**src/hw/capture_timer_pkg.sv**
```systemverilog
// Purpose: Shared constants and carriers for the dual input capture timer
// Assumes: 32-bit APB, byte addresses as printed, 11-bit timer
// Notes: Channel config layout repeats at bit 0 and bit 14
package capture_timer_pkg;

    // Register byte addresses
    localparam logic [31:0] CTRL_ADDR = 32'h50004000;
    localparam logic [31:0] CONFIG_ADDR = 32'h50004004;
    localparam logic [31:0] STATUS_ADDR = 32'h50004008;
    localparam logic [31:0] RESULT_ONE_ADDR = 32'h5000400c;
    localparam logic [31:0] RESULT_TWO_ADDR = 32'h50004010;
    localparam logic [31:0] CLEAR_ADDR = 32'h50004014;

    // Field positions
    localparam int CFG_ONE_LSB = 0;
    localparam int CFG_TWO_LSB = 14;
    localparam int CFG_WIDTH = 14;
    localparam int CTRL_WIDTH = 17;
    localparam int CLR_ONE_BIT = 1;
    localparam int CLR_TWO_BIT = 2;
    localparam int CLR_WRAP_BIT = 0;

    // Reset values
    localparam logic [27:0] CONFIG_RESET = 28'h0000000;
    localparam logic [16:0] CTRL_RESET = 17'h00000;
    localparam logic [10:0] COUNT_RESET = 11'h000;

    // Counts and pin ranges
    localparam logic [10:0] COUNT_MAX = 11'h7ff;
    localparam logic [3:0] PIN_SEL_FIRST = 4'h1;
    localparam logic [3:0] PIN_SEL_LAST = 4'hc;
    localparam int PIN_COUNT = 12;

    // One input channel's configuration field
    typedef struct packed {
        logic stamp_select;
        logic [5:0] period_count;
        logic irq_enable;
        logic count_mode;
        logic falling_edge;
        logic [3:0] pin_select;
    } input_cfg_t;

    // Timer control word
    typedef struct packed {
        logic timer_clock_gate;
        logic system_clock_select;
        logic free_run_wrap;
        logic timer_irq_enable;
        logic count_down;
        logic timer_enable;
        logic [10:0] reload_value;
    } timer_ctrl_t;

    // Result register layout
    typedef struct packed {
        logic [10:0] rtc_upper;
        logic [10:0] result_low;
    } result_t;

endpackage

```
**src/hw/dual_input_capture_count_timer.sv**
```systemverilog
// Purpose: Two-input capture and period-count timer with APB registers
// Assumes: Pins asynchronous; low-power tick and RTC stamp synchronous to clk_in
// Notes: Zero-wait-free APB slave, answers one cycle after setup
// Notes: Clock enable low freezes all state and stalls the bus
// Contract
// - Stamp select picks counter value or RTC stamp for a capture.
// - Period field sets count window to field plus one input periods.
// - Irq enable gates the input's capture or window-done interrupt.
// - Mode bit zero captures, one counts.
// - Polarity bit zero rising edge, one falling edge.
// - Pin select 1..12 picks a port-0 pin; other values disable input.
// - Overrun flag sets when an event arrives while pending.
// - On overrun the first event's result is kept.
// - Pending flags stay set until cleared by writing one.
// - Status low bits return the current timer count.
// - Count mode result is timer ticks minus one over the window.
// - Capture with counter stamp stores the timer count in low bits.
// - Capture with RTC stamp splits it into low and upper halves.
// - Upper result half is zero in count mode.
// - Clear register bits clear pending and overrun; read as zero.
// - Timer ticks from low-power or system clock, gated by a bit.
// - Timer wraps between zero and reload, or maximum in free-run, flagging an event.
`timescale 1ns/10ps
module dual_input_capture_count_timer (
    // Clock, reset, enable
    input wire logic clk_in,
    input wire logic reset_n_in,
    input wire logic ce_in,
    // APB slave
    input wire logic psel_in,
    input wire logic penable_in,
    input wire logic pwrite_in,
    input wire logic [31:0] paddr_in,
    input wire logic [31:0] pwdata_in,
    output logic [31:0] prdata_out,
    output logic pready_out,
    output logic pslverr_out,
    // Port-0 pins and time sources
    input wire logic [11:0] port0_pins_in,
    input wire logic lp_clock_tick_in,
    input wire logic [21:0] rtc_stamp_in,
    // Interrupt
    output logic irq_out
);

    // Pin select decode, shared by both channels
    function automatic logic pin_used(input logic [3:0] sel);
        pin_used = (sel >= capture_timer_pkg::PIN_SEL_FIRST) &&
                   (sel <= capture_timer_pkg::PIN_SEL_LAST);
    endfunction

    // Pick the selected pin, zero when unused
    // Mux sits ahead of the synchroniser, so a select change can look like an edge
    function automatic logic pin_pick(input logic [11:0] pins, input logic [3:0] sel);
        logic [3:0] idx;
        idx = sel - capture_timer_pkg::PIN_SEL_FIRST;
        pin_pick = pin_used(sel) ? pins[idx] : 1'b0;
    endfunction

    // Result word with the unused top bits zero; both result reads share it
    function automatic logic [31:0] result_word(input capture_timer_pkg::result_t r);
        result_word = {10'h000, r};
    endfunction

    // Register state
    logic [27:0] config_ff;
    logic [16:0] ctrl_ff;
    logic [10:0] count_ff;
    logic wrap_pending_ff;
    logic irq_ff;
    logic [31:0] prdata_ff;
    logic loaded_ff;

    // Decoded views
    capture_timer_pkg::timer_ctrl_t ctrl;
    capture_timer_pkg::input_cfg_t cfg [2];
    capture_timer_pkg::result_t result [2];
    logic [1:0] pending;
    logic [1:0] overrun;
    logic [1:0] clear_req;

    assign ctrl = capture_timer_pkg::timer_ctrl_t'(ctrl_ff);
    assign cfg[0] = capture_timer_pkg::input_cfg_t'(
        config_ff[capture_timer_pkg::CFG_ONE_LSB +: capture_timer_pkg::CFG_WIDTH]);
    assign cfg[1] = capture_timer_pkg::input_cfg_t'(
        config_ff[capture_timer_pkg::CFG_TWO_LSB +: capture_timer_pkg::CFG_WIDTH]);

    // APB decode
    logic access;
    logic done;
    logic wr_done;
    logic hit_ctrl;
    logic hit_config;
    logic hit_status;
    logic hit_res_one;
    logic hit_res_two;
    logic hit_clear;
    logic mapped;
    logic [31:0] rd_word;
    logic [31:0] status_word;

    assign access = psel_in & penable_in;
    assign hit_ctrl = paddr_in == capture_timer_pkg::CTRL_ADDR;
    assign hit_config = paddr_in == capture_timer_pkg::CONFIG_ADDR;
    assign hit_status = paddr_in == capture_timer_pkg::STATUS_ADDR;
    assign hit_res_one = paddr_in == capture_timer_pkg::RESULT_ONE_ADDR;
    assign hit_res_two = paddr_in == capture_timer_pkg::RESULT_TWO_ADDR;
    assign hit_clear = paddr_in == capture_timer_pkg::CLEAR_ADDR;
    assign mapped = hit_ctrl | hit_config | hit_status | hit_res_one | hit_res_two | hit_clear;

    // Answer only once read data was latched; stalls while ce_in is low
    assign pready_out = access & loaded_ff & ce_in;
    // Read-only and clear registers take writes without an error
    assign pslverr_out = pready_out & ~mapped;
    assign done = pready_out;
    assign wr_done = done & pwrite_in & mapped;
    assign prdata_out = prdata_ff;

    // Flags sit above the live count
    // count in status
    assign status_word = {16'h0000, overrun[1], overrun[0], pending[1], pending[0],
                          wrap_pending_ff, count_ff};

    // Read mux; clear register reads as zero
    assign rd_word = hit_ctrl ? {15'h0000, ctrl_ff} :
                     hit_config ? {4'h0, config_ff} :
                     hit_status ? status_word :
                     hit_res_one ? result_word(result[0]) :
                     hit_res_two ? result_word(result[1]) :
                     32'h00000000;

    assign clear_req[0] = wr_done & hit_clear & pwdata_in[capture_timer_pkg::CLR_ONE_BIT];
    assign clear_req[1] = wr_done & hit_clear & pwdata_in[capture_timer_pkg::CLR_TWO_BIT];

    // Read data latched in the setup cycle, one cycle before pready
    // Latching early lets pready rise in the first access cycle
    always_ff @(posedge clk_in or negedge reset_n_in)
    begin
        if (!reset_n_in)
        begin
            prdata_ff <= 32'h00000000;
            loaded_ff <= 1'b0;
        end
        else if (ce_in)
        begin
            if (done)
                loaded_ff <= 1'b0;
            else if (psel_in && !loaded_ff)
            begin
                prdata_ff <= rd_word;
                loaded_ff <= 1'b1;
            end
        end
    end

    // Writable registers
    // Writes land only at the completing edge, never in setup
    always_ff @(posedge clk_in or negedge reset_n_in)
    begin
        if (!reset_n_in)
        begin
            ctrl_ff <= capture_timer_pkg::CTRL_RESET;
            config_ff <= capture_timer_pkg::CONFIG_RESET;
        end
        else if (wr_done)
        begin
            if (hit_ctrl)
                ctrl_ff <= pwdata_in[16:0];
            if (hit_config)
                config_ff <= pwdata_in[27:0];
        end
    end

    // Timer tick and wrap point
    logic tick;
    logic at_wrap;
    logic [10:0] wrap_point;
    logic [10:0] nxt_count;
    logic wrap_event;
    logic wrap_clear;

    // Low-power ticks come in as one-cycle strobes of this clock
    // clock source and gate
    assign tick = ce_in & ctrl.timer_clock_gate & ctrl.timer_enable &
                  (ctrl.system_clock_select | lp_clock_tick_in);
    assign wrap_point = ctrl.free_run_wrap ? capture_timer_pkg::COUNT_MAX : ctrl.reload_value;
    assign at_wrap = ctrl.count_down ? (count_ff == 11'h000) : (count_ff == wrap_point);
    assign wrap_event = tick & at_wrap;
    assign nxt_count = !at_wrap ? (ctrl.count_down ? count_ff - 11'h001 : count_ff + 11'h001) :
                       ctrl.count_down ? wrap_point : 11'h000;
    assign wrap_clear = wr_done & hit_clear & pwdata_in[capture_timer_pkg::CLR_WRAP_BIT];

    // Timer counter; held while the tick is absent
    always_ff @(posedge clk_in or negedge reset_n_in)
    begin
        if (!reset_n_in)
            count_ff <= capture_timer_pkg::COUNT_RESET;
        else if (tick)
            count_ff <= nxt_count;
    end

    // Timer pending; a wrap in the clear cycle wins
    always_ff @(posedge clk_in or negedge reset_n_in)
    begin
        if (!reset_n_in)
            wrap_pending_ff <= 1'b0;
        else if (ce_in)
            wrap_pending_ff <= wrap_event | (wrap_pending_ff & ~wrap_clear);
    end

    // Input channels
    for (genvar g = 0; g < 2; g++)
    begin : chan
        logic pin_raw;
        logic used;
        logic edge_ev;
        logic capture_ev;
        logic window_done;
        logic chan_event;
        logic load;
        logic armed_ff;
        logic [5:0] periods_ff;
        logic [10:0] cycles_ff;
        logic [10:0] window_ticks;
        logic pending_ff;
        logic overrun_ff;
        capture_timer_pkg::result_t result_ff;
        capture_timer_pkg::result_t nxt_result;

        assign used = pin_used(cfg[g].pin_select);
        assign pin_raw = pin_pick(port0_pins_in, cfg[g].pin_select);

        // Two flops so a slow pin edge makes one event only
        // synchronise then detect
        edge_sync u_sync (
            .clk_in(clk_in),
            .reset_n_in(reset_n_in),
            .ce_in(ce_in),
            .pin_in(pin_raw),
            .falling_in(cfg[g].falling_edge),
            .event_out(edge_ev)
        );

        // mode chooses capture or window count
        assign capture_ev = edge_ev & used & ~cfg[g].count_mode;
        // window closes after period field plus one periods
        assign window_done = edge_ev & used & cfg[g].count_mode & armed_ff &
                             (periods_ff == cfg[g].period_count);
        assign chan_event = capture_ev | window_done;

        // Late events must not overwrite a stamp software has not read
        // keep first result while pending
        assign load = chan_event & (~pending_ff | clear_req[g]);

        // Closing edge's own tick belongs to the window being measured
        assign window_ticks = cycles_ff + {10'h000, tick};

        // ticks minus one; upper half zero in count mode
        assign nxt_result = cfg[g].count_mode ? {11'h000, window_ticks - 11'h001} :
                            cfg[g].stamp_select ? rtc_stamp_in :
                            {11'h000, count_ff};

        // Window counter, restarts on the edge that closes a window
        // Tick count is 11 bits and wraps, so very long windows alias
        always_ff @(posedge clk_in or negedge reset_n_in)
        begin
            if (!reset_n_in)
            begin
                armed_ff <= 1'b0;
                periods_ff <= 6'h00;
                cycles_ff <= 11'h000;
            end
            else if (ce_in)
            begin
                if (!cfg[g].count_mode || !used)
                    armed_ff <= 1'b0;
                else if (edge_ev)
                    armed_ff <= 1'b1;
                if (edge_ev && (!armed_ff || window_done))
                begin
                    periods_ff <= 6'h00;
                    cycles_ff <= 11'h000;
                end
                else
                begin
                    if (edge_ev)
                        periods_ff <= periods_ff + 6'h01;
                    if (tick)
                        cycles_ff <= cycles_ff + 11'h001;
                end
            end
        end

        // Flags; a new event beats a clear in the same cycle
        // An event in the clear cycle starts a fresh pending without overrun
        always_ff @(posedge clk_in or negedge reset_n_in)
        begin
            if (!reset_n_in)
            begin
                pending_ff <= 1'b0;
                overrun_ff <= 1'b0;
                result_ff <= '0;
            end
            else if (ce_in)
            begin
                pending_ff <= chan_event | (pending_ff & ~clear_req[g]);
                overrun_ff <= (chan_event & pending_ff & ~clear_req[g]) |
                              (overrun_ff & ~clear_req[g]);
                if (load)
                    result_ff <= nxt_result;
            end
        end

        assign pending[g] = pending_ff;
        assign overrun[g] = overrun_ff;
        assign result[g] = result_ff;
    end

    // Level interrupt from enabled pending flags
    // Registered so decode glitches never reach the pin
    always_ff @(posedge clk_in or negedge reset_n_in)
    begin
        if (!reset_n_in)
            irq_ff <= 1'b0;
        else if (ce_in)
            irq_ff <= (pending[0] & cfg[0].irq_enable) |
                      (pending[1] & cfg[1].irq_enable) |
                      (wrap_pending_ff & ctrl.timer_irq_enable);
    end

    assign irq_out = irq_ff;

endmodule

```
**src/hw/edge_sync.sv**
```systemverilog
// Purpose: Bring one event input into the clock domain and flag its edge
// Assumes: Pin is asynchronous to clk_in
// Notes: First stage feeds only the second stage
`timescale 1ns/10ps
module edge_sync (
    // Clock and reset
    input wire logic clk_in,
    input wire logic reset_n_in,
    input wire logic ce_in,
    // Pin and polarity
    input wire logic pin_in,
    input wire logic falling_in,
    // Edge pulse
    output logic event_out
);

    logic meta_ff;
    logic stable_ff;
    logic prev_ff;

    // Two-stage synchroniser plus history for edge detect
    always_ff @(posedge clk_in or negedge reset_n_in)
    begin
        if (!reset_n_in)
        begin
            meta_ff <= 1'b0;
            stable_ff <= 1'b0;
            prev_ff <= 1'b0;
        end
        else if (ce_in)
        begin
            meta_ff <= pin_in;
            stable_ff <= meta_ff;
            prev_ff <= stable_ff;
        end
    end

    // One pulse per edge of the chosen polarity
    assign event_out = ce_in & (falling_in ? (prev_ff & ~stable_ff) : (~prev_ff & stable_ff));

endmodule

```
**config.mk**
```make
export PLATFORM = sky130hd
export DESIGN_NAME = dual_input_capture_count_timer
export DESIGN_NICKNAME = d
export VERILOG_FILES = /design/src/hw/capture_timer_pkg.sv /design/src/hw/dual_input_capture_count_timer.sv /design/src/hw/edge_sync.sv
export SDC_FILE = /design/constraint.sdc
export NUM_CORES = 1
export LEC_CHECK = 0
export BUFFER_PORTS_ARGS = -buffer_cell sky130_fd_sc_hd__buf_2
export CAP_MARGIN = 10
export CORE_AREA = 2 2 208 210
export CTS_CLUSTER_SIZE = 16
export DETAILED_ROUTE_END_ITERATION = 10
export DIE_AREA = 0 0 210 212
export GPL_TIMING_DRIVEN = 1
export RECOVER_POWER = 100
export SKIP_CTS_REPAIR_TIMING = 1
export SYNTH_ARGS = -nofsm -noshare
export SYNTH_HDL_FRONTEND = slang
export SYNTH_SLANG_ARGS = --single-unit
```
**constraint.sdc**
```tcl
create_clock -name clk_in -period 3.3 [get_ports clk_in]
set_clock_uncertainty 0.2 [all_clocks]
set_input_delay 0.495 -clock clk_in [delete_from_list [all_inputs] [get_ports clk_in]]
set_output_delay 0.495 -clock clk_in [all_outputs]
set_load 0.005 [all_outputs]
```
**Word level (Yosys, flattened, before mapping)**

Index checks and enable logic that the tools add are counted.

- Logic and storage cells: 200
- Output and inout bits: 35
- Bits of input ports: 105
- Register bits after elaboration: 181

- Bitwise operators: 74
- Reduce and logical (&&, ||, !) cells: 36
- Muxes and demuxes: 36
- Add/subtract/negate cells: 12
- Magnitude comparators: 6
- Eq/ne operators: 9

Operators by type and width:

| kind | count |
|---|---|
| equality test 32 x 31 -> 1 bit (second input constant) | 6 |
| two-way mux 22 bit | 7 |
| two-way mux 11 bit | 8 |
| two-way mux 28 bit | 2 |
| AND 1 bit | 44 |
| adder 11 x 1 -> 11 bit (second input constant) | 3 |
| subtractor 11 x 1 -> 11 bit (second input constant) | 3 |
| two-way mux 6 bit | 4 |
| adder 11 x 1 -> 11 bit | 2 |
| AND reduction 2 bit | 11 |
| bitwise OR 1 bit | 17 |
| nonzero test 2 bit | 7 |
| two-way mux 1 bit | 13 |
| inverter 1 bit | 13 |
| adder 6 x 1 -> 6 bit (second input constant) | 2 |
| equality test 6 bit | 2 |
| equality test 11 bit | 1 |
| logical NOT 11 bit | 1 |
| less-than comparator 4 x 5 -> 1 bit (second input constant) | 2 |
| binary-select mux 1 bit (select 4 bit) | 2 |
| greater-or-equal comparator 4 x 1 -> 1 bit (second input constant) | 2 |
| <= comparator 4 bit (second input constant) | 2 |
| subtractor 4 x 1 -> 4 bit (second input constant) | 2 |
| logical NOT 1 bit | 7 |
| other kinds (3) | 10 |

**Logic depth before layout (Yosys ltp)**

Gate-level depths: netlist of run 1.

- Depth in word-level cells: 12
- Mapped depth: 12
- Mapped depth without buffers: 10

**By module**

From an unflattened synthesis of run 1, not the netlist that was laid out.

- Cell total of the unflattened synthesis: 1055
- Area total of the unflattened synthesis: 10361.2 µm²

By module, submodules not included:

| module | sequential area each (µm²) | area each (µm²) | times used | cells each |
|---|---|---|---|---|
| dual_input_capture_count_timer | 4279.1 | 10095.9 | 1 | 1037 |
| edge_sync | 75.1 | 132.6 | 2 | 9 |

**Least setup slack after synthesis of run 1**

No wires, ideal clock.

- Path type: input -> register
- Start point: input port ce_in
- End point: register chan[1].result_ff[9] (netlist bit)
- Path slack: 0.425 ns
- Data arrival time: 2.550 ns
- Stages on the path: 10
- Library setup time: 0.125 ns
- Cells stage by stage: buf_4 o2111a_1 inv_1 clkbuf_1 ha_1 nor3b_1 nor3b_1 xnor2_1 a21oi_1 mux2_4

- Cells in the longest elaborated chain, start to end: 8

Ends and longest elaborated chain:

| what | RTL line | source |
|---|---|---|
| from (decl) | dual_input_capture_count_timer.sv:28 | `input wire logic ce_in,` |
| branches (longest 8 deep; another with adder 11 x 1 -> 11 bit) | -- |  |
| to (signal assigned) | dual_input_capture_count_timer.sv:310 | `result_ff <= nxt_result;` |
| to (decl) | dual_input_capture_count_timer.sv:227 | `capture_timer_pkg::result_t result_ff;` |

Parallel ways; which one is timed is not known.
A chain may end at the register's enable or synchronous reset.

**Final worst setup path of run 1**

- Start point: register config_ff[0]
- End point: register chan[0].result_ff[8] (netlist bit)

- Cells in the longest elaborated chain, start to end: 9

Ends and longest elaborated chain:

| what | RTL line | source |
|---|---|---|
| from (decl) | dual_input_capture_count_timer.sv:66 | `logic [27:0] config_ff;` |
| from (signal assigned) | dual_input_capture_count_timer.sv:163 | `config_ff <= capture_timer_pkg::CONFIG_RESET;` |
| from (signal assigned) | dual_input_capture_count_timer.sv:170 | `config_ff <= pwdata_in[27:0];` |
| greater-or-equal comparator 4 x 1 -> 1 bit / <= comparator 4 bit (equally long branches) | dual_input_capture_count_timer.sv:48, dual_input_capture_count_timer.sv:49 |  |
| logical AND 1 bit * | dual_input_capture_count_timer.sv:48 | `pin_used = (sel >= capture_timer_pkg::PIN_SEL_FIRST) &&` |
| AND 1 bit * | dual_input_capture_count_timer.sv:245, dual_input_capture_count_timer.sv:247 |  |
| AND 1 bit (3 in series) | dual_input_capture_count_timer.sv:247 | `assign window_done = edge_ev & used & cfg[g].count_mode & armed_ff &` |
| bitwise OR 1 bit * | dual_input_capture_count_timer.sv:249 | `assign chan_event = capture_ev \| window_done;` |
| AND 1 bit * | dual_input_capture_count_timer.sv:253 | `assign load = chan_event & (~pending_ff \| clear_req[g]);` |
| AND reduction 2 bit (no line) * | -- |  |
| to (signal assigned) | dual_input_capture_count_timer.sv:310 |  |
| to (decl) | dual_input_capture_count_timer.sv:227 |  |

Mark *: on every way between the ends. The rest lies on a longest branch, timed or not.

==> qor.yml, run 1 <==
fp.dieH_um: 212
fin_nets: 1352
hp-start: "pwdata_in[20]"
relSlewSlack_pct: -33.78
hold_path_end: "config_ff[20]"
postLayoutCoreUtil_pct: 28.92
dp.cells: 1751
dpl.hpwl_um: 24670
ant_nets: 0
startpoint_type: "flop"
reg2reg_depth: 8
ys_types: 74
portBuffers: 131
status: "finished with violations"
criticalPathCategory: "reg -> reg"
gp_congestion: 0.8819
antenna_found_initial: 10
avgSynthCellArea_um2: 9.396
instances_no_fill: 1787
fill_cells: 4419
period_minus_slack_ns: 3.032
initial_utilization_pct: 24.56
drv_slew: 74
h-tree-depth: 4
cp-end-kind: "flop"
synth-edff-count: 0
cp_data_required_time_ns: 3.42
ys_warn_count: 0
reg2reg_slack_ns: 0.27
rsz0062_at_grt: "no"
cp_max_fo: 22
root_buffer: "clkbuf_16"
violations: "capacitance limit, slew limit"
dominantRegCellSynth: "dfrtp_1"
hold_viol: 0
drt-total-wl_um: 32970
numCtsBuffers: 17
syn_area_um2: 10440
grt_max_degree: 75
cap_violations: 1
grt_pass1_vias: 8758
r2r_start: "config_ff[0]"
ioPinCount: 140
viasPerCell: 5.010
ys_ff_latch: 177
clk_latency_ns: 0.44
power_density_nw_per_um2: 381.7
final_common_cell: "dfrtp_1"
leakage_uw: 0.005783
setup_violations: 0
worst_pin_slew_ns: 2.007
holdPathStages: 2
dr.pass1.iters: 5
max_freq_ghz: 0.3299
synthArstFlopShare_pct: 100.0
chipWidth_um: 210
wl_per_cell_um: 18.45
worst_ep_arrival_time_ns: 3.15
seq_area_frac_synth_pct: 42.43
clkTransAtPathRegs_ns: 0.07
tns_ns: 0
drcViolationCount: 0
place_ws_ns: 0.3015
grt_usage_pct: 14.98
cts_tree: "built"
rows: 76
drtIter0Drc: 764
min_period_over_period_pct: 91.87
area_delta_synth_final_pct: 17.78
layout_common_cells: "dfrtp_1 (177), nand2_1 (122), buf_2 (107)"
via_count: 8953
drive_above_1_share_pct: 19.95
floorplan.core_area_um2: 42510
gr-total-overflow: 0
r2r_end: "chan[0].result_ff[8]"
ir_drop_v: 0.0002511
hold_path.class: "in -> reg"
cts_sinks: 177
grt_pass1_wl_um: 51170
die_area_um2: 44520
syn_inst: 1111
fin_ws_ns: 0.2684
clockBufferDepth: 2
-- registers in the layout (all words and copies together) (netlist names) --
name	cells
chan.u_sync.meta_ff	2
prdata_out	28
loaded_ff	1
chan.u_sync.prev_ff	2
wrap_pending_ff	1
chan.pending_ff	2
chan.cycles_ff	22
ctrl	17
irq_out	1
chan.periods_ff	12
chan.armed_ff	2
chan.result_ff	44
config_ff	28
count_ff	11
chan.u_sync.stable_ff	2
chan.overrun_ff	2
-- worst max-delay path: stages (launching register included) --
cell and delay [ns]:
dfrtp_1 0.51, inv_1 0.11, ha_1 0.26, or4b_2 0.62, o21ai_0 0.17, a211oi_1 0.17
o21ai_2 0.10, buf_4 0.38, mux2_2 0.39
-- layout make-up --
| type | count | area (µm²) | area share, % |
|---|---|---|---|
| multi-input combinational | 812 | 5472 | 44.50 |
| sequential | 177 | 4429 | 36.03 |
| timing repair buffer | 166 | 870.8 | 7.083 |
| tap | 546 | 683.2 | 5.557 |
| clock buffer | 23 | 488.0 | 3.969 |
| inverter | 51 | 191.4 | 1.557 |
| clock inverter | 9 | 152.6 | 1.242 |
| antenna | 3 | 7.507 | 0.06106 |
-- synthesized netlist by cell type (5+ instances only) --
cell type,number,area share [%]
mux2i_1,36,3.5
xnor2_1,30,2.5
nand3_1,34,1.6
o221ai_1,12,1.0
a21oi_1,49,2.3
buf_4,5,0.36
o211ai_1,20,1.4
a31oi_1,17,1.0
nor3b_1,8,0.58
inv_1,51,1.8
nand2_1,122,4.4
nor2_1,96,3.5
nand2b_1,12,0.72
mux4_2,6,1.3
clkbuf_1,55,2.0
buf_2,8,0.38
ha_1,21,2.5
mux2_4,9,1.3
a211oi_1,14,1.0
o22ai_1,7,0.42
nor4_1,11,0.66
or3_1,8,0.48
and3_1,14,0.84
nor2b_1,12,0.72
xor2_1,30,2.5
a21o_1,6,0.43
mux2_2,68,7.3
a22oi_1,19,1.4
o21ai_0,58,2.8
nand4_1,13,0.78
dfrtp_1,177,42
nor3_1,19,0.91
buf_1,5,0.18
-- power by group --
group,internal [µW],switching [µW],total [µW]
Combinational,94.1,160,254
Sequential,2180,14.1,2200
Clock,1350,892,2240
Total,3630,1070,4690
-- metal layers --
layer	up-vias	GRT usage [%]	share of wire, %	wire length, µm
met3	49	2.939	5.1	1687
li1	4174	-	-	-
met5	-	0	0.039	13
met4	2	3.619	1.9	611
met2	254	25.09	48	15860
met1	4474	19.94	45	14810
-- stage by stage --
step                total power, µW  area [µm²]  hold slack (ns)
detailed placement             2499       11760           0.2517
global route                   4842       12290          0.07641
global placement               2495       11760           0.2463
finish                         4693       12290          0.09084
CTS                            4717       12400         -0.09956
floorplan                      2325       10450       -0.0005910
-- how the worst max path moves through the flow --
stage	to	cells past startpoint	slack [ns]	start
after floorplan	chan[1].result_ff[9]	10	0.43	ce_in
after global placement	chan[1].result_ff[9]	9	0.32	lp_clock_tick_in
after detailed placement	chan[0].result_ff[2]	8	0.30	config_ff[0]
after CTS	chan[0].result_ff[2]	8	0.27	config_ff[0]
after global routing	ctrl[3]	3	0.1	reset_n_in
final	chan[0].result_ff[8]	8	0.27	config_ff[0]
-- kinds of logic after synthesis --
logic type,share of synthesized area (%)
AOI/OAI and AO/OA,14.55
xor gates and xnor gates,5.034
DFF,42.43
muxes,13.38
and+or+nand+nor,17.02
buffers and inverters,4.842
adders and majority gates,2.709
other,0.03592
Power figures use the tool's default switching activity.
==> run 2: changes to the inputs <==
- clock period: 3.3 -> 3.8 ns (I/O delays scaled with it)
==> run 2 against run 1 <==
Against the previous run: the run still ends with capacitance limit, slew limit left; first-iteration DRC count down 20%; highest routed layer unchanged; worst setup slack improved by 0.39 ns; flip-flop and latch count stayed put; cell area shrank 0.53%.
==> qor.yml, run 2 (synthesis results as in run 1) <==
max_freq_ghz: 0.3187
total_power_uw: 4081  # -13%
hold_viol: 0  # unchanged
r2r_start: "config_ff[14]"
hold_path_end: "config_ff[20]"
tns_ns: 0  # unchanged
intPower_uw: 3163  # -13%
layout_common_cells: "dfrtp_1 (177), nand2_1 (123), buf_2 (108)"
reg2reg_depth: 7  # -1
r2r_end: "chan[1].result_ff[5]"
grt_max_degree: 62  # -17%
rsz0062_at_grt: "no"
startpoint_type: "input port"
gp_congestion: 0.9088  # +3.1%
largest_register_ffs: 44  # unchanged
power_density_nw_per_um2: 333.7  # -13%
cp_data_required_time_ns: 3.92  # +0.50 ns
cts_tree: "built"
reg2reg_slack_ns: 0.72  # +0.45 ns
final_common_cell: "dfrtp_1"
violations: "capacitance limit, slew limit"
min_period_over_period_pct: 82.56
swShare_pct: 22.50  # -0.22 points
holdPathStages: 2  # unchanged
wl_per_cell_um: 18.42  # -0.20%
crit_chain: "clkbuf_1, clkbuf_1, nand2_1, nor2_1, and3_1, nand2_1, buf_4, mux2_2"
wl_met1_um: 14410  # -2.7%
grt_pass1_wl_um: 51630  # +0.89%
area_delta_synth_final_pct: 17.15
cp-end-kind: "flop"
setup_violations: 0  # unchanged
cp_slowest_cell: "clkbuf_1"
gr-total-overflow: 0  # unchanged
fill_cells: 4463  # +1.0%
cp_max_fo: 18  # -18%
clk_latency_ns: 0.44  # about the same
slowest_delay_ns: 0.47  # -0.15 ns
relSlewSlack_pct: -11.04  # +23 points
drtIter0Drc: 615  # -20%
clockBufferDepth: 2  # unchanged
ir_drop_v: 0.0002304  # -8.2%
floorplan.core_area_um2: 42510  # unchanged
multi_input_area_um2: 5472  # unchanged
power.switching_uw: 918.4  # -14%
p_clk_share_pct: 47.9  # +0.2 points
antenna_found_initial: 8  # -2
h-tree-depth: 4  # unchanged
drt-total-wl_um: 32730  # -0.76%
highest_layer: "met5"
drive_above_1_share_pct: 19.11  # -0.85 points
drv_slew: 61  # -18%
met3_length_um: 2067  # +23%
numCtsBuffers: 17  # unchanged
seqPwrFrac_pct: 46.8  # about the same
ioPinCount: 140  # unchanged
rows: 76  # unchanged
die_area_um2: 44520  # unchanged
worst_pin_slew_ns: 1.666  # -0.3411 ns
dr.pass1.iters: 5  # unchanged
dpl.hpwl_um: 24310  # -1.5%
clkTransAtPathRegs_ns: 0.07  # about the same
wl_met2_um: 15760  # -0.59%
fin_nets: 1344  # -0.59%
status: "finished with violations"
leakage_uw: 0.005741  # -0.72%
ant_nets: 0  # unchanged
grt_usage_pct: 14.97  # about the same
viasPerCell: 5.019  # +0.18%
hp-start: "pwdata_in[20]"
regMostFlops: "chan.result_ff"
chipWidth_um: 210  # unchanged
worst_ep_arrival_time_ns: 3.26  # +0.11 ns
hold_path.class: "in -> reg"
criticalPathCategory: "in -> reg"
period_minus_slack_ns: 3.137
via_count: 8919  # -0.38%
combPwrFrac_pct: 5.3  # about the same
cts_sinks: 177  # unchanged
fp.dieH_um: 212  # unchanged
grt_pass1_vias: 8978  # +2.5%
portBuffers: 131  # unchanged
regArea_um2: 4429  # unchanged
cap_violations: 1  # unchanged
drcViolationCount: 0  # unchanged
root_buffer: "clkbuf_16"
initial_utilization_pct: 24.56  # unchanged
## run 2: changes by cell type in the layout (fill, tap and decap cells not counted), sizes merged
| cell | delta |
|---|---|
| clkbuf | -1 |
| clkinv | -2 |
| diode | -2 |
| bufinv | +1 |
| buf | -7 |
| clkinvlp | +1 |
## run 2: metal layers
layer / track usage [%] / vias up
li1: - / 4165
met1: 19.36 / 4463
met2: 25.36 / 246
met3: 3.427 / 43
met4: 3.668 / 2
met5: 0 / -
## run 2: worst max-delay path by stage
stage	endpoint	cells past startpoint	startpoint
3_3_place_gp	prdata_out[7]	8	paddr_in[21]
5_1_grt	chan[0].cycles_ff[6]	3	reset_n_in
4_1_cts	chan[1].result_ff[0]	7	config_ff[14]
6_report	config_ff[14]	8	ce_in
3_5_place_dp	prdata_out[7]	8	paddr_in[21]
2_1_floorplan	chan[1].result_ff[9]	10	ce_in
## run 2: power by group through the flow
| stage | sequential, µW | combinational [µW] | clock (µW) |
|---|---|---|---|
| finish | 1910 | 216 | 1960 |
| global route | 1910 | 243 | 2070 |
| CTS | 1910 | 225 | 1990 |
| detailed placement | 1940 | 223 | 0 |
| global placement | 1940 | 220 | 0 |
| floorplan | 1940 | 77.1 | 0 |
## run 2: layout make-up
cell class                 instances  area share, %
inverter                          51          1.565
multi-input combinational        812          44.74
timing repair buffer             158          6.650
sequential                       177          36.22
tap                              546          5.586
clock buffer                      23          3.745
antenna                            1        0.02046
clock inverter                     9          1.473
## run 2: through the flow
stage          instance area [µm²]  setup WS (ns)  hold slack [ns]  utilization, %  std cells
3_3_place_gp                 11700         0.6621           0.2479           27.52       1743
5_1_grt                      12230         0.4067           0.1460           28.76       1776
4_1_cts                      12340         0.8023         -0.06630           29.02       1775
3_5_place_dp                 11700         0.6365           0.2544           27.52       1743
6_report                     12230         0.6627           0.1537           28.77       1777
2_1_floorplan                10450         0.8500          0.07441               -       1114
## run 2: critical path: cells and delay by family
kind,cells,cell delay (ns)
AND/OR/NAND/NOR,4,1.17
buffers and inverters,3,1.20
multiplexers,1,0.31
==> run 3: changes to the inputs <==
- clock period: 3.8 -> 2.85 ns (I/O delays scaled with it)
==> run 3 against run 2 <==
Against the previous run: the run now ends clean; cell area up 1.7%; count of clock-buffer cells in the layout down 3; register-to-register slack worse by 0.61 ns; worst hold slack worse by 0.13 ns; utilization up 0.49 points; die area unchanged; via count up 1.3%; worst setup slack worse by 0.55 ns; routed wire length up 1.4%; non-clock buffer count up 36; critical endpoint is now chan[1].result_ff[17]; largest power group is now sequential cells.
==> qor.yml, run 3 (synthesis results as in run 1) <==
status: "finished clean"
criticalPathCategory: "reg -> reg"
drt-total-wl_um: 33190  # +1.4%
period_minus_slack_ns: 2.737
grt_pass1_vias: 8815  # -1.8%
antenna_found_initial: 7  # -1
drtIter0Drc: 681  # +11%
largest_register_ffs: 44  # unchanged
viasPerCell: 4.987  # -0.65%
final_common_cell: "dfrtp_1"
grt_max_degree: 69  # +11%
ant_nets: 0  # unchanged
regMostFlops: "chan.result_ff"
hold_path.class: "in -> reg"
cp_max_fo: 12  # -6
grt_pass1_wl_um: 51520  # -0.20%
cp_data_required_time_ns: 2.97  # -0.95 ns
rows: 76  # unchanged
wl_per_cell_um: 18.31  # -0.55%
initial_utilization_pct: 24.56  # unchanged
h-tree-depth: 4  # unchanged
dpl.hpwl_um: 24790  # +2.0%
drv_slew: 0  # -100%
startpoint_type: "flop"
reg2reg_slack_ns: 0.11  # -0.61 ns
cp-end-kind: "flop"
ioPinCount: 140  # unchanged
dr.pass1.iters: 5  # unchanged
clkTransAtPathRegs_ns: 0.07  # about the same
floorplan.core_area_um2: 42510  # unchanged
cp-startpoint: "chan[1].periods_ff[3]"
endpoint: "chan[1].result_ff[17]"
root_buffer: "clkbuf_16"
setup_violations: 0  # unchanged
cts_tree: "built"
ir_drop_v: 0.0003809  # +65%
die_area_um2: 44520  # unchanged
rsz0062_at_grt: "no"
drive_above_1_share_pct: 22.27  # +3.2 points
clockBufferDepth: 2  # unchanged
gp_congestion: 0.9271  # +2.0%
timing.hold.ws_ns: 0.02370  # -0.1300 ns
relSlewSlack_pct: 7.867  # +19 points
tns_ns: 0  # unchanged
numCtsBuffers: 17  # unchanged
via_count: 9036  # +1.3%
final_cell_area_um2: 12440  # +1.7%
fin_nets: 1380  # +2.7%
place_area_um2: 11990  # +2.5%
grt_usage_pct: 15.10  # +0.12 points
worst_ep_arrival_time_ns: 2.85  # -0.41 ns
clk_latency_ns: 0.45  # about the same
power_density_nw_per_um2: 414.0  # +24%
max_freq_ghz: 0.3654
cap_violations: 0  # -1
r2r_start: "chan[1].periods_ff[3]"
cts_sinks: 177  # unchanged
area_delta_synth_final_pct: 19.17
reg2reg_depth: 7  # unchanged
fp.dieH_um: 212  # unchanged
hold_viol: 0  # unchanged
worst_pin_slew_ns: 1.382  # -0.2836 ns
antenna_cells: 0  # -1
r2r_end: "chan[1].result_ff[17]"
layout_common_cells: "dfrtp_1 (176), nand2_1 (122), buf_2 (112)"
chipWidth_um: 210  # unchanged
min_period_over_period_pct: 96.02
leakage_uw: 0.005899  # +2.8%
gr-total-overflow: 0  # unchanged
drcViolationCount: 0  # unchanged
portBuffers: 131  # unchanged
==> run 3: cell count changes in the layout (fill, tap and decap cells not counted), moves of 2 or more <==
cell / before / now
bufinv_16: 5 / 1
inv_6: 0 / 2
buf_2: 108 / 112
clkinv_2: 1 / 4
clkbuf_1: 33 / 26
buf_4: 15 / 47
==> run 3: how the worst min path moves through the flow <==
stage | from | end | slack (ns) | depth (start not counted)
after CTS | reset_n_in | config_ff[16] | -0.25 | 1
after global routing | pwdata_in[18] | config_ff[18] | 0.02 | 2
after floorplan | reset_n_in | chan[0].armed_ff | -0.07 | 0
final | pwdata_in[27] | config_ff[27] | 0.02 | 2
after detailed placement | reset_n_in | chan[0].result_ff[18] | 0.23 | 1
after global placement | reset_n_in | prdata_out[18] | 0.22 | 1
==> run 3: worst max-delay path, cell delays in order (launching register included) <==
cell	delay [ns]
dfrtp_1	0.44
xor2_1	0.17
or4_4	0.55
o21ai_1	0.16
nor3b_2	0.32
a21bo_2	0.38
buf_4	0.25
mux2i_1	0.14
==> run 3: routing by layer <==
layer  part of all wire (%)  global-route usage [%]  vias to the layer above
met3                    4.8                   2.880                       59
met1                     45                   20.20                     4457
li1                       -                       -                     4244
met4                    2.5                   4.671                        2
met5                  0.033                       0                        -
met2                     47                   24.71                      274
==> run 3: cell type report <==
cell class	instances	area (µm²)
Multi-Input combinational cell	812	5478
Sequential cell	177	4431
Inverter	51	191.4
Clock buffer	20	446.7
Timing Repair Buffer	194	1101
Fill cell	4424	30070
Clock inverter	12	108.9
Tap cell	546	683.2
==> run 3: where the power goes <==
group          internal [µW]  switching, µW
registers               2530           19.8
clock network           1230           1080
logic                    111            185
==> run 3: stage by stage <==
step                worst slack [ns]  utilization [%]  power (µW)  cells
floorplan                    0.04252                -        2692   1114
global placement              0.1231            28.20        2896   1778
detailed placement           0.08478            28.20        2901   1778
CTS                          0.06652            29.51        5202   1810
global route                 0.01057            29.27        5344   1812
finish                        0.1134            29.27        5150   1812
